`config.mk`:
```
export PLATFORM = sky130hd
export DESIGN_NAME = pxb_port_io
export DESIGN_NICKNAME = d
export VERILOG_FILES = /design/src/core/pxb_pkg.sv /design/src/core/pxb_port_io.sv
export VERILOG_INCLUDE_DIRS = /design/src /design/src/core
export SDC_FILE = /design/constraint.sdc
export NUM_CORES = 1
export LEC_CHECK = 0
export BUFFER_PORTS_ARGS = -buffer_cell sky130_fd_sc_hd__buf_4
export CAP_MARGIN = 20
export CORE_UTILIZATION = 45
export CTS_BUF_LIST = sky130_fd_sc_hd__clkbuf_4 sky130_fd_sc_hd__clkbuf_8 sky130_fd_sc_hd__clkbuf_16
export CTS_CLUSTER_DIAMETER = 30
export CTS_CLUSTER_SIZE = 24
export DETAILED_ROUTE_END_ITERATION = 10
export GPL_TIMING_DRIVEN = 1
export PLACE_DENSITY = 0.84
export SLEW_MARGIN = 20
export SYNTH_ARGS = -nofsm -noshare
export SYNTH_HDL_FRONTEND = slang
export SYNTH_SLANG_ARGS = --single-unit
```
`constraint.sdc`:
```
create_clock -name i_core_clk -period 1.67 [get_ports i_core_clk]
set_input_delay 0.2505 -clock i_core_clk [delete_from_list [all_inputs] [get_ports i_core_clk]]
set_output_delay 0.2505 -clock i_core_clk [all_outputs]
set_load 0.005 [all_outputs]
```
`src/core/pxb_consts.svh`:
```
`ifndef PXB_CONSTS_SVH
`define PXB_CONSTS_SVH
// byte addresses of the port and crossbar registers
`define PXB_ADDR_PORT0   8'h80
`define PXB_ADDR_PORT1   8'h90
`define PXB_ADDR_PORT2   8'hA0
`define PXB_ADDR_PORT3   8'hB0
`define PXB_ADDR_XBAR3   8'hE3
// reset values
`define PXB_PORT_RST     8'hFF
`define PXB_XBAR3_RST    8'h00
// field positions in the third crossbar register
`define PXB_BIT_PUD      3'd7
`define PXB_BIT_XBAR_EN  3'd6
`define PXB_BIT_CNVST    3'd0
`define PXB_XBAR3_MASK   8'hC1
`endif

```
`src/core/pxb_pkg.sv`:
```
package pxb_pkg;
    // one special-function register access from the core
    typedef struct packed {
        logic       rd;      // read strobe
        logic       wr;      // write strobe
        logic       rmw;     // read-modify-write read (latch, not pin)
        logic       bit_op;  // single-bit access
        logic [2:0] bit_sel; // selected bit
        logic [7:0] addr;    // sfr address
        logic [7:0] wdata;   // write data (bit_op uses wdata[0])
    } pxb_sfr_req_s;
    typedef logic [3:0][7:0] pxb_ports_t;
endpackage

```
`src/core/pxb_port_io.sv`:
```
`timescale 1ns/100ps
// Behaviour
// - four independent eight-bit general-purpose ports
// - byte and single-bit register access supported
// - writes update persistent output latch
// - plain reads return sampled pin levels
// - read-modify-write reads the output latch
// - bit move/clear/set also uses latch
// - unbonded ports still work for software
// - pull-ups enabled after reset, register zero
`include "pxb_consts.svh"
module pxb_port_io
    import pxb_pkg::*;
(
    input  wire logic         i_core_clk,     // system clock
    input  wire logic         i_rstn,         // async reset, active low
    input  wire pxb_sfr_req_s i_sfr,          // sfr access
    output logic [7:0]        o_rdata,        // read data, registered
    output logic              o_hit,          // address matched, registered
    input  wire pxb_ports_t   i_pin,          // pin levels
    input  wire pxb_ports_t   i_out_cfg,      // 1 = push-pull per pin
    input  wire pxb_ports_t   i_periph_en,    // crossbar-owned pins
    input  wire pxb_ports_t   i_periph_out,   // peripheral output value
    output pxb_ports_t        o_pin_out,      // pin output value
    output pxb_ports_t        o_pin_oe,       // pin driven
    output logic              o_pullup_en,    // weak pull-ups on
    output logic              o_xbar_en,      // crossbar enabled
    output logic              o_cnvst_route   // conversion start routed
);
    logic       rst_meta_reg;
    logic       rst_n_reg;
    pxb_ports_t latch_reg;
    logic [7:0] xbar3_reg;
    logic [7:0] xbar3_mask;
    logic [1:0] sel;
    logic       port_hit;

    ////////////////////////////////////////////////////////////////////
    // reset release through two flops
    always_ff @(posedge i_core_clk or negedge i_rstn)
    begin
        if (!i_rstn)
        begin
            rst_meta_reg <= 1'b0;
            rst_n_reg    <= 1'b0;
        end
        else
        begin
            rst_meta_reg <= 1'b1;
            rst_n_reg    <= rst_meta_reg;
        end
    end

    ////////////////////////////////////////////////////////////////////
    // address decode for the four port registers
    always_comb
    begin
        port_hit = 1'b1;
        sel      = 2'd0;
        if (i_sfr.addr == `PXB_ADDR_PORT0)
            sel = 2'd0;
        else if (i_sfr.addr == `PXB_ADDR_PORT1)
            sel = 2'd1;
        else if (i_sfr.addr == `PXB_ADDR_PORT2)
            sel = 2'd2;
        else if (i_sfr.addr == `PXB_ADDR_PORT3)
            sel = 2'd3;
        else
            port_hit = 1'b0;
    end

    ////////////////////////////////////////////////////////////////////
    // output latches; unbonded ports keep full latches too
    generate
        for (genvar p = 0; p < 4; p++)
        begin : g_port
            always_ff @(posedge i_core_clk or negedge rst_n_reg)
            begin
                if (!rst_n_reg)
                    latch_reg[p] <= `PXB_PORT_RST;
                else if (i_sfr.wr && port_hit && sel == 2'(p))
                begin
                    if (i_sfr.bit_op)
                        latch_reg[p][i_sfr.bit_sel] <= i_sfr.wdata[0];
                    else
                        latch_reg[p] <= i_sfr.wdata;
                end
            end
            // 0 drives low; 1 drives high only in push-pull
            // crossbar-owned pins take the peripheral value while o_xbar_en is set
            for (genvar b = 0; b < 8; b++)
            begin : g_bit
                logic v;
                assign v = (o_xbar_en && i_periph_en[p][b]) ?
                           i_periph_out[p][b] : latch_reg[p][b];
                assign o_pin_out[p][b] = v;
                assign o_pin_oe[p][b]  = !v || i_out_cfg[p][b];
            end
        end
    endgenerate

    ////////////////////////////////////////////////////////////////////
    // only pull-up, crossbar and conversion-start bits are writable
    assign xbar3_mask = `PXB_XBAR3_MASK;

    // third crossbar control register; zero reset enables pull-ups
    always_ff @(posedge i_core_clk or negedge rst_n_reg)
    begin
        if (!rst_n_reg)
            xbar3_reg <= `PXB_XBAR3_RST;
        else if (i_sfr.wr && i_sfr.addr == `PXB_ADDR_XBAR3)
        begin
            if (i_sfr.bit_op)
                xbar3_reg[i_sfr.bit_sel] <= i_sfr.wdata[0]
                    & xbar3_mask[i_sfr.bit_sel];
            else
                xbar3_reg <= i_sfr.wdata & `PXB_XBAR3_MASK;
        end
    end

    assign o_pullup_en   = !xbar3_reg[`PXB_BIT_PUD];
    assign o_xbar_en     = xbar3_reg[`PXB_BIT_XBAR_EN];
    assign o_cnvst_route = xbar3_reg[`PXB_BIT_CNVST];

    ////////////////////////////////////////////////////////////////////
    // read path: pins normally, latch for rmw; unmapped reads zero
    always_ff @(posedge i_core_clk or negedge rst_n_reg)
    begin
        if (!rst_n_reg)
        begin
            o_rdata <= 8'h00;
            o_hit   <= 1'b0;
        end
        else if (i_sfr.rd && port_hit)
        begin
            o_hit <= 1'b1;
            if (i_sfr.rmw)
                o_rdata <= latch_reg[sel];
            else
                o_rdata <= i_pin[sel];
        end
        else if (i_sfr.rd && i_sfr.addr == `PXB_ADDR_XBAR3)
        begin
            o_hit   <= 1'b1;
            o_rdata <= xbar3_reg;
        end
        else
        begin
            o_hit   <= 1'b0;
            o_rdata <= 8'h00;
        end
    end

    ////////////////////////////////////////////////////////////////////
    // checks
    property p_rmw_latch;
        @(posedge i_core_clk) disable iff (!rst_n_reg)
        (i_sfr.rd && i_sfr.rmw && i_sfr.addr == `PXB_ADDR_PORT0
         && !i_sfr.wr) |=> (o_rdata == $past(latch_reg[0]));
    endproperty
    a_rmw_latch: assert property (p_rmw_latch)
        else $error("rmw read did not return latch");

    property p_pin_read;
        @(posedge i_core_clk) disable iff (!rst_n_reg)
        (i_sfr.rd && !i_sfr.rmw && i_sfr.addr == `PXB_ADDR_PORT1)
        |=> (o_rdata == $past(i_pin[1]) && o_hit);
    endproperty
    a_pin_read: assert property (p_pin_read)
        else $error("plain read did not return pins");

    property p_byte_write;
        @(posedge i_core_clk) disable iff (!rst_n_reg)
        (i_sfr.wr && !i_sfr.bit_op && i_sfr.addr == `PXB_ADDR_PORT2)
        |=> (latch_reg[2] == $past(i_sfr.wdata));
    endproperty
    a_byte_write: assert property (p_byte_write)
        else $error("byte write not latched");

    property p_bit_write;
        @(posedge i_core_clk) disable iff (!rst_n_reg)
        (i_sfr.wr && i_sfr.bit_op && i_sfr.addr == `PXB_ADDR_PORT3)
        |=> ((latch_reg[3] >> $past(i_sfr.bit_sel)) & 8'h01)
             == {7'h00, $past(i_sfr.wdata[0])}
            && ((latch_reg[3] ^ $past(latch_reg[3]))
             & ~(8'h01 << $past(i_sfr.bit_sel))) == 8'h00;
    endproperty
    a_bit_write: assert property (p_bit_write)
        else $error("bit write disturbed other bits");

    property p_low_drives;
        @(posedge i_core_clk) disable iff (!rst_n_reg)
        (!o_xbar_en && !latch_reg[0][0]) |-> o_pin_oe[0][0];
    endproperty
    a_low_drives: assert property (p_low_drives)
        else $error("latch low not driven");

    property p_pullup_reset;
        @(posedge i_core_clk)
        $rose(rst_n_reg) |-> o_pullup_en && !o_xbar_en;
    endproperty
    a_pullup_reset: assert property (p_pullup_reset)
        else $error("pull-ups not enabled after reset");

    property p_xbar_route;
        @(posedge i_core_clk) disable iff (!rst_n_reg)
        o_xbar_en |-> ((o_pin_out[0] ^ i_periph_out[0])
                       & i_periph_en[0]) == 8'h00;
    endproperty
    a_xbar_route: assert property (p_xbar_route)
        else $error("crossbar pin not given peripheral value");

    property p_gpio_keep;
        @(posedge i_core_clk) disable iff (!rst_n_reg)
        1'b1 |-> ((o_pin_out[0] ^ latch_reg[0])
                  & ~(i_periph_en[0] & {8{o_xbar_en}})) == 8'h00;
    endproperty
    a_gpio_keep: assert property (p_gpio_keep)
        else $error("unassigned pin lost its latch value");

    property p_open_drain;
        @(posedge i_core_clk) disable iff (!rst_n_reg)
        (latch_reg[1][0] && !i_out_cfg[1][0]
         && !(o_xbar_en && i_periph_en[1][0])) |-> !o_pin_oe[1][0];
    endproperty
    a_open_drain: assert property (p_open_drain)
        else $error("open-drain one still driven");
endmodule

```
Word level (Yosys, flattened, before mapping)
Memories as Yosys holds them, arrays and structs flattened.
Cells that the tools add are included.
W data, S select, Z words.
- equality and inequality tests: 8
- muxes and demuxes: 62
- reduce and logical (&&, ||, !) cells: 107
- bitwise gates (word level): 1
- $lt $le $gt $ge: 3
- operators by type and width (operator ; number):
    $mux W8 ; 10
    $logic_and A1 B1 Y1 ; 41
    $bwmux W8 ; 5
    $eq A8 B8 Y1 const B ; 5
    $mux W1 ; 40
    $logic_not A1 Y1 ; 33
    $bmux W8 S2 ; 2
    $logic_or A1 B1 Y1 ; 32
    $mux W2 ; 4
    $eq A2 B2 Y1 const B ; 2
    $lt A3 B4 Y1 const B ; 1
    $demux W1 S3 ; 1
    $ge A3 B1 Y1 const B ; 1
    $lt A2 B3 Y1 const B ; 1
    $eq A2 B1 Y1 const B ; 1
    $logic_not A2 Y1 ; 1
    $and A1 B1 Y1 ; 1
- ROM bits: 8
- output and inout bits: 76
- memories kept: 1
- bits in registers: 51
- input port bits: 153
- logic and storage cells: 191
- memory list (name ; depth ; bits a word ; rd ports ; clocked after Yosys merged registers in ; wr ports ; RTL line ; text):
    (no name shown) ; 8 ; 1 ; 1 ; 0 ; 0 ; pxb_port_io.sv:115 ; & xbar3_mask[i_sfr.bit_sel];

Longest topological paths before layout
Gate-level depths: netlist of the first run.
- depth after elaboration: 9
- gate-level depth with buffers: 6

Least setup slack after synthesis of the first run
OpenSTA, ideal clock, no wires.
- path type: reg2out
- from: register xbar3_reg[6]
- to: output o_pin_out[0] (netlist bit)
- cell stages (with the launch flop): 6
- arrival time: 1312 ps
- path slack: 107 ps
- path buffers: 3
- cells stage by stage: dfrtp_1 clkbuf_1 clkbuf_1 nand2_1 mux2_2 buf_4
- word-level cells in the longest chain between the ends: 2
- ends and longest elaborated chain (item ; RTL line ; text):
    start: declaration ; pxb_port_io.sv:33 ; logic [7:0] xbar3_reg;
    start signal: assignment ; pxb_port_io.sv:110 ; xbar3_reg <= `PXB_XBAR3_RST;
    start signal: indexed assignment ; pxb_port_io.sv:114 ; xbar3_reg[i_sfr.bit_sel] <= i_sfr.wdata[0]
    start signal: assignment ; pxb_port_io.sv:117 ; xbar3_reg <= i_sfr.wdata & `PXB_XBAR3_MASK;
    $logic_and A1 B1 Y1 ; pxb_port_io.sv:94 ; assign v = (o_xbar_en && i_periph_en[p][b]) ?
    $mux W1 ; pxb_port_io.sv:94 ;
    end: declaration ; pxb_port_io.sv:24 ; output pxb_ports_t o_pin_out,
No other way between the ends.

==> results.md, run 1 <==
- Status: complete, but fails checks
- Failing checks: setup timing
- Dpl hpwl: 9260 um
- Unrepaired setup endpoints after global routing: true
- Synth-to-Final Area Change: 46.2%
- Critical-path top delay cell: dfrtp_1
- Main synth FF type: dfstp_2
- Grt ovf: 0
- Gpl congestion: 0.850
- Inserted Diodes: 0
- Asr flop ratio synth: 100%
- CP delay by family, top: flip-flops
- Total track usage: 24.8%
- DR pass1 iterations: 5
- Most frequent cells in the layout: buf_4 (246), mux2_2 (70), nor2_1 (37), nand2_1 (34), nand2b_1 (34)
- R2R cell count: 3
- First-pass GRT wire length: 17300 um
- Skew final: 0.00606 ns
- Period utilisation layout: 105%
- Detail Route Antenna Nets: 0
- Post-synthesis sequential area ratio: 33.8%
- Yosys warning count: 0
- Setup TNS Final: -3.28 ns
- Max stage delay on crit path: 0.42 ns
- Top post-synthesis cells by area: dfstp_2 (22%), mux2_2 (20%), dfrtp_1 (12%)
- Setup violations, final: 64
- Crit. End Element: output pin
- Worst r2r src: latch_reg[28]$_DFFE_PN1P_
- Register area: 1320 um^2
- CP Class: flop to output pin
- Core box area: 8300 um^2
- I/O Buffers: 228
- Max Fclk: 568 MHz
- Num CTS Buffers: 5
- Clk_lat worst skew: 0.30 ns
- Routed len/inst: 16.2 um
- DIE HEIGHT: 95.0 um
- Commonest non-fill, non-tap cell in the layout: buf_4
- Post-Synthesis Cells: 400
- Slew Limit Headroom: 47.6%
- Post-Syn Area per Cell: 9.74 um^2
- TritonCTS Sinks: 51
- Post-route setup slack: -0.0899 ns
- Die width: 95.0 um
- Critical-path cell list: buf_6 -> nand2_1 -> mux2_2 -> nand2b_1 -> buf_4
- Fill cell total of the finished layout: 661
- Startpoint types: flop
- Class of the tightest hold or removal check: input port to flop
- Leakage dissipation: 2.70 nW
- Number of maximum-capacitance violations: 0
- Initial antenna violation count: 0
- Worst EP required: 1.42 ns
- Clock tree buffer depth: 2
- Die area: 9030 um^2
- Synth cell types: 41
- Yosys reg bits: 51
- Pwr per Cell Area: 471 nW/um^2
- Syn Std Cell Area: 3890 um^2
- Pins Over Slew Limit: 0
- Hold Fails Final Rpt: 0
- Clock Tree Root: clkbuf_8
- Maximum vdd ir drop: 0.334 mV
- Crit path max fanout: 19
- Worst Setup EP: o_pin_oe[12]
- Routed WL: 11600 um
- IO Count: 229
- Via count: 3914
- Area of the multi-input gates: 2190 um^2
- Crit path buf inv count: 2
- Initial Util: 46.9%
- Reg2Reg Setup Slack: 0.27 ns
- Area leader, netlist: dfstp_2
- Slew @ Worst Pin: 0.766 ns
- Initial DRC count: 191
- Number of global-route vias before repair: 3694
- Worst setup path start: xbar3_reg[6]$_DFFE_PN0P_
- Finished Core Util: 68.6%
- Reg2reg end: o_rdata[4]$_DFF_PN0_
- Area fraction of the dominant cell type after synthesis: 21.6%
- Clock transition at path regs: 0.09 ns
- Worst path arrival time: 1.51 ns
- Nets: 759
- Pwr Total: 2.68 mW
- Via density: 5.50
- Crit path time final: 1.76 ns
- CTS tree: yes
- Number of cells on the critical path: 5
- Post-synth EDFFs: 0
- Largest net degree at the start of global routing: 24
- # DRC: 0
- Share of cells above drive strength 1: 61.6%
- Mapped Nets: 553
- Rows: 33
- CTS H-tree lvls: 2
- Max reg flops: 32
## cell usage after synthesis (all sizes together) (8+ instances only)
cell / count
clkbuf: 12
dfrtp: 19
nand2b: 34
nor2: 37
mux2: 70
buf: 40
nand4: 14
mux4: 8
dfstp: 32
inv: 10
nand2: 35
o21ai: 16
nor3b: 9
## worst min-delay path by stage
stage                         start                     end  slack, ns  cells after the start
final                     i_sfr[22]         o_hit$_DFF_PN0_       0.22                      2
after global routing      i_sfr[22]         o_hit$_DFF_PN0_       0.20                      2
after CTS                 i_sfr[22]         o_hit$_DFF_PN0_       0.21                      2
after detailed placement     i_rstn  rst_meta_reg$_DFF_PN0_       0.04                      1
after global placement       i_rstn  rst_meta_reg$_DFF_PN0_       0.04                      1
after floorplan              i_rstn  rst_meta_reg$_DFF_PN0_      -0.05                      0
## through the flow
stage | std cells | worst slack [ns] | hold slack [ns] | area [um^2]
2_1_floorplan | 400 | 0.107 | -0.0451 | 3890
3_3_place_gp | 703 | -0.222 | 0.0355 | 5580
3_5_place_dp | 703 | -0.210 | 0.0354 | 5580
4_1_cts | 712 | -0.108 | 0.209 | 5690
5_1_grt | 712 | -0.160 | 0.205 | 5690
6_report | 712 | -0.0899 | 0.218 | 5690
## area by class of cell
cell class,instances,area share [%]
multi-input cells,286,38.5
clock buffers,8,1.60
well taps,105,2.31
inverters,11,0.725
repair buffers,251,33.7
flip-flops and latches,51,23.1
## cell families after synthesis
group                  share of synthesized area (%)
AOI/OAI and AO/OA                               9.54
buffers and inverters                           9.96
DFF                                             33.8
muxes                                           26.1
other                                         0.0963
and+or+nand+nor                                 20.5
## power breakdown
group          internal, mW  leakage (nW)  switching [mW]
sequential             1.27         0.590          0.0260
clock                 0.348        0.0498           0.391
combinational         0.399          2.07           0.248
total                  2.02          2.70           0.665
## per-layer routing
metal	track usage [%]	up-vias	share of wire (%)
met2	45.1	238	52
met5	0	-	0
met1	29.5	1847	38
met4	8.71	0	1.7
li1	-	1809	-
met3	3.91	20	8.3
## repair_timing
| item | 4_1_cts | 5_1_grt |
|---|---|---|
| setup endpoints to repair | 64 | 65 |
| resized for setup | 2 | 1 |
| pin swaps | 0 | 0 |
| setup buffers | 0 | 0 |
| hold endpoints to repair | 2 | 0 |
| hold buffers | 1 | 0 |
No activity file was read; power rests on OpenSTA's default activity.
==> run 2: changes to the inputs <==
==> constraint.sdc (replaced) <==
create_clock -name i_core_clk -period 1.67 [get_ports i_core_clk]
set_input_delay 0.334 -clock i_core_clk [delete_from_list [all_inputs] [get_ports i_core_clk]]
set_output_delay 0.334 -clock i_core_clk [all_outputs]
set_load 0.005 [all_outputs]
==> run 2 against run 1 <==
The flow still finishes with violations (setup timing). Final area increased by 0.88%. Largest power group unchanged. Routed wire length increased by 4.8%. Register-to-register slack improved by 0.02 ns. Maximum frequency decreased by 4.9%. First-iteration DRC count increased by 3.7%. Utilization increased by 0.60 points. Count of clock-buffer cells in the layout decreased by 1. Non-clock buffer count decreased by 2. Via count increased by 0.59%.
==> results.md, run 2 (synthesized netlist as in run 1, its figures left out) <==
- Status: complete, but fails checks
- Failing checks: setup timing
- Slew Limit Headroom: 61.4%
- Crit. End Element: output pin
- DR pass1 iterations: 5
- Place WS: -0.0607 ns
- CP Class: flop to output pin
- Dpl hpwl: 9630 um
- Crit path time final: 1.85 ns
- Via count: 3937
- Rows: 33
- Initial DRC count: 198
- Initial Util: 46.9%
- Fill cell total of the finished layout: 613
- Startpoint types: flop
- Initial antenna violation count: 0
- Core box area: 8300 um^2
- Die area: 9030 um^2
- Max Fclk: 541 MHz
- Largest net degree at the start of global routing: 29
- First-pass GRT wire length: 18100 um
- Leakage dissipation: 2.74 nW
- Num CTS Buffers: 5
- CTS H-tree lvls: 2
- Inserted Diodes: 0
- Clk_lat worst skew: 0.30 ns
- Placed cell area: 5590 um^2
- Unrepaired setup endpoints after global routing: true
- Hold slack: 0.243 ns
- Worst setup path start: xbar3_reg[6]$_DFFE_PN0P_
- TritonCTS Sinks: 51
- Most frequent cells in the layout: buf_4 (242), mux2_2 (60), nor2_1 (37), nand2_1 (34), nand2b_1 (34)
- Pwr per Cell Area: 469 nW/um^2
- Hold Fails Final Rpt: 0
- Detail Route Antenna Nets: 0
- CP delay by family, top: flip-flops
- Clock Tree Root: clkbuf_8
- Area of the multi-input gates: 2230 um^2
- Worst EP required: 1.34 ns
- DIE HEIGHT: 95.0 um
- Post-route setup slack: -0.180 ns
- Pins Over Slew Limit: 0
- Crit path max fanout: 16
- Slew @ Worst Pin: 0.573 ns
- I/O Buffers: 228
- Routed WL: 12100 um
- Max reg flops: 32
- Grt ovf: 0
- CTS tree: yes
- Commonest non-fill, non-tap cell in the layout: buf_4
- Finished Core Util: 69.2%
- Via density: 5.55
- Skew final: 0.00639 ns
- Period utilisation layout: 111%
- Die width: 95.0 um
- Crit path buf inv count: 2
- Worst r2r src: latch_reg[28]$_DFFE_PN1P_
- Gpl congestion: 0.855
- Cell Count Post-Placement: 701
- Clock transition at path regs: 0.09 ns
- Number of global-route vias before repair: 3713
- Max stage delay on crit path: 0.41 ns
- Critical-path top delay cell: dfrtp_1
- Maximum vdd ir drop: 0.407 mV
- Routed len/inst: 17.1 um
- Total track usage: 26.3%
- Final non-filler cell total: 710
- Class of the tightest hold or removal check: flop to asynchronous set/reset pin
- Critical-path cell list: buf_6 -> nand2_1 -> mux2_2 -> nand2b_1 -> buf_4
- Worst path arrival time: 1.52 ns
- Setup violations, final: 64
- Synth-to-Final Area Change: 47.4%
- Register area: 1320 um^2
- Share of cells above drive strength 1: 61.5%
- Clock tree buffer depth: 2
- Number of maximum-capacitance violations: 0
- IO Count: 229
- # DRC: 0
- Nets: 757
- Design area: 5740 um^2
-- run 2: cell count changes in the layout (fill, tap and decap cells not counted) --
cell,before,now
a2111oi_0,4,5
buf_4,246,242
mux2_4,0,10
clkbuf_8,5,6
mux2_2,70,60
a2111oi_1,1,0
clkinv_2,0,1
clkbuf_4,3,1
buf_12,2,4
-- run 2: repair_timing --
action,4_1_cts,5_1_grt
hold buffers,1,0
cloned,0,0
endpoints found under the setup margin,64,64
buffers inserted,0,0
hold endpoints to repair,2,0
resized for setup,12,0
-- run 2: worst register-to-register path, cell delays in order, from the launching register on --
cell and delay, ns:
dfstp_2 0.39, mux4_2 0.49, nand2b_1 0.16, a32o_1 0.24
-- run 2: report_power, final --
group          total (mW)  switching, mW  internal, mW
combinational       0.659          0.255         0.405
sequential           1.30         0.0272          1.27
clock               0.738          0.387         0.351
-- run 2: per-stage QoR --
step | TNS, ns | total power, mW
after floorplan | 0 | 1.57
after global placement | -0.0808 | 1.95
after detailed placement | -0.539 | 1.96
after CTS | -7.82 | 2.71
after global routing | -11.41 | 2.81
final | -7.39 | 2.69
-- run 2: final timing paths --
kind                                              to  slack (ns)  cells past startpoint
max                                     o_pin_oe[23]       -0.18                      5
min                         xbar3_reg[6]$_DFFE_PN0P_        0.24                      0
max reg2reg                     o_rdata[4]$_DFF_PN0_        0.29                      3
min reg2reg                 xbar3_reg[6]$_DFFE_PN0P_        0.24                      0
max in group asynchronous  latch_reg[10]$_DFFE_PN1P_        0.83                      1
min in group i_core_clk              o_hit$_DFF_PN0_        0.31                      2
-- run 2: layout make-up --
type	instances	share of cell area [%]
multi-input cells	286	38.8
well taps	105	2.29
clock buffers	7	1.57
inverters	11	0.719
clock inverters	1	0.0871
flip-flops and latches	51	22.9
repair buffers	249	33.6
-- run 2: metal layers --
metal | global-route usage (%) | wire length [um]
met4 | 7.20 | 229
met2 | 47.1 | 6210
met3 | 5.42 | 1020
met5 | 0 | 0
met1 | 31.9 | 4650
==> run 3: changes to the inputs <==
--- a/config.mk
+++ b/config.mk
@@ -14,7 +14,8 @@
 export CTS_CLUSTER_SIZE = 24
 export DETAILED_ROUTE_END_ITERATION = 10
 export GPL_TIMING_DRIVEN = 1
-export PLACE_DENSITY = 0.84
+export HOLD_SLACK_MARGIN = 0.1
+export PLACE_DENSITY_LB_ADDON = 0.25
 export SLEW_MARGIN = 20
 export SYNTH_ARGS = -nofsm -noshare
 export SYNTH_HDL_FRONTEND = slang
==> run 3 against run 2 <==
Critical path type unchanged. Combinational power rose by 3.2%. Final area rose by 2.5%. The flow still finishes with violations (setup timing). Maximum frequency fell by 0.27%.
==> results.md, run 3 (synthesized netlist as in run 1, its figures left out) <==
- Status: complete, but fails checks
- Failing checks: setup timing
- Initial DRC count: 261
- Reg2Reg Setup Slack: 0.29 ns
- R2R cell count: 3
- Critical-path cell list: buf_12 -> nand2_1 -> mux2_4 -> nand2b_1 -> buf_4
- Pwr per Cell Area: 458 nW/um^2
- TritonCTS Sinks: 51
- Number of global-route vias before repair: 3763
- Largest net degree at the start of global routing: 28
- Grt ovf: 0
- DIE HEIGHT: 95.0 um
- Rows: 33
- Crit path max fanout: 24
- Finished Core Util: 70.9%
- IO Count: 229
- Placed cell area: 5620 um^2
- Nets: 761
- I/O Buffers: 228
- Crit path buf inv count: 2
- Synth-to-Final Area Change: 51.1%
- Setup violations, final: 64
- Place WS: -0.131 ns
- Max Fclk: 539 MHz
- CP Class: flop to output pin
- Hold slack: 0.323 ns
- Inserted Diodes: 0
- Unrepaired setup endpoints after global routing: true
- Design area: 5890 um^2
- # DRC: 0
- Clock Tree Root: clkbuf_8
- GRT met3 Usage: 4.47%
- Clock transition at path regs: 0.09 ns
- Hold Crit Depth: 2
- Via count: 3911
- Initial Util: 46.9%
- CP delay by family, top: flip-flops
- Die width: 95.0 um
- Total track usage: 25.9%
- Setup TNS Final: -8.63 ns
- Post-CTS setup buffer count: 0
- Worst EP required: 1.34 ns
- Max stage delay on crit path: 0.45 ns
- Most frequent cells in the layout: buf_4 (245), mux2_2 (39), nor2_1 (37), nand2b_1 (32), dfstp_2 (32)
- Commonest non-fill, non-tap cell in the layout: buf_4
- Routed len/inst: 16.7 um
- Pins Over Slew Limit: 0
- Class of the tightest hold or removal check: input port to flop
- Period utilisation layout: 111%
- Met2 GRT Util: 45.2%
- Critical-path top delay cell: dfrtp_2
- HP Start: i_sfr[22]
- Slew @ Worst Pin: 0.645 ns
- Detail Route Antenna Nets: 0
- Crit. End Element: output pin
- Share of cells above drive strength 1: 63.1%
- CTS tree: yes
- Hold endpoint: o_hit$_DFF_PN0_
- Initial antenna violation count: 0
- Cell Count Post-Placement: 704
- DR pass1 iterations: 4
- CTS H-tree lvls: 2
- Num CTS Buffers: 5
- Core box area: 8300 um^2
- Final non-filler cell total: 714
- Crit path time final: 1.85 ns
- Worst path arrival time: 1.52 ns
- Skew final: 0.00269 ns
- Number of maximum-capacitance violations: 0
- Die area: 9030 um^2
- Startpoint types: flop
- Post-route setup slack: -0.185 ns
- Reg2reg end: o_rdata[4]$_DFF_PN0_
- Grt peak-use layer: met2
- Via density: 5.48
- Slew Limit Headroom: 56.6%
- Maximum vdd ir drop: 0.358 mV
- Clock tree buffer depth: 2
- Worst r2r src: latch_reg[28]$_DFFE_PN1P_
- Dpl hpwl: 9310 um
- Gpl congestion: 0.872
- Clk_lat worst skew: 0.30 ns
- Routed WL: 11900 um
- Max reg flops: 32
- Hold Fails Final Rpt: 0
- First-pass GRT wire length: 18000 um
- Pwr Total: 2.70 mW
- Leakage dissipation: 2.87 nW
- GR Layer Usage met1: 32.5%
==> run 3: cell count changes in the layout (fill, tap and decap cells not counted), moves of 2 or more <==
| cell | change |
|---|---|
| buf_4 | +3 |
| mux2_2 | -21 |
| mux2_4 | +21 |
| nand2_1 | -5 |
| nand2_2 | +2 |
| nand2_4 | +3 |
| nand2b_1 | -2 |
| nand2b_4 | +2 |
==> run 3: worst max-delay path by stage <==
stage,from,endpoint,slack [ns],cells after the start
finish,xbar3_reg[6]$_DFFE_PN0P_,o_pin_oe[18],-0.18,5
global route,xbar3_reg[6]$_DFFE_PN0P_,o_pin_oe[18],-0.24,5
CTS,xbar3_reg[6]$_DFFE_PN0P_,o_pin_oe[18],-0.22,5
detailed placement,i_sfr[11],o_rdata[5]$_DFF_PN0_,-0.13,6
global placement,i_sfr[11],o_rdata[3]$_DFF_PN0_,-0.04,6
floorplan,xbar3_reg[6]$_DFFE_PN0P_,o_pin_out[0],0.02,5
==> run 3: final cells by class <==
class                   count  area, um^2
clock buffers               7        83.8
clock inverters             1        5.00
fillers                   639        2410
inverters                  11        41.3
multi-input cells         286        2350
flip-flops and latches     51        1320
well taps                 105         131
repair buffers            253        1960
==> run 3: routing by layer <==
metal | routed length, um | vias to the layer above
met5 | 0 | -
met4 | 167 | 0
met3 | 1000 | 16
met2 | 6080 | 207
met1 | 4650 | 1876
li1 | - | 1812
==> run 3: worst reg2reg max path, stage by stage (launching register included) <==
cell,delay [ns]
dfstp_2,0.39
mux4_2,0.47
nand2b_1,0.16
a32o_1,0.25
==> run 3: timing repair <==
action | 4_1_cts | 5_1_grt
hold endpoints to repair | 2 | 0
pin swaps | 0 | 1
cloned | 0 | 1
endpoints found under the setup margin | 64 | 64
resized for setup | 32 | 12
hold buffers | 1 | 0
==> run 3: power breakdown <==
group	internal (mW)	switching (mW)	total, mW
Clock	0.328	0.391	0.719
Combinational	0.418	0.262	0.680
Sequential	1.27	0.0273	1.30
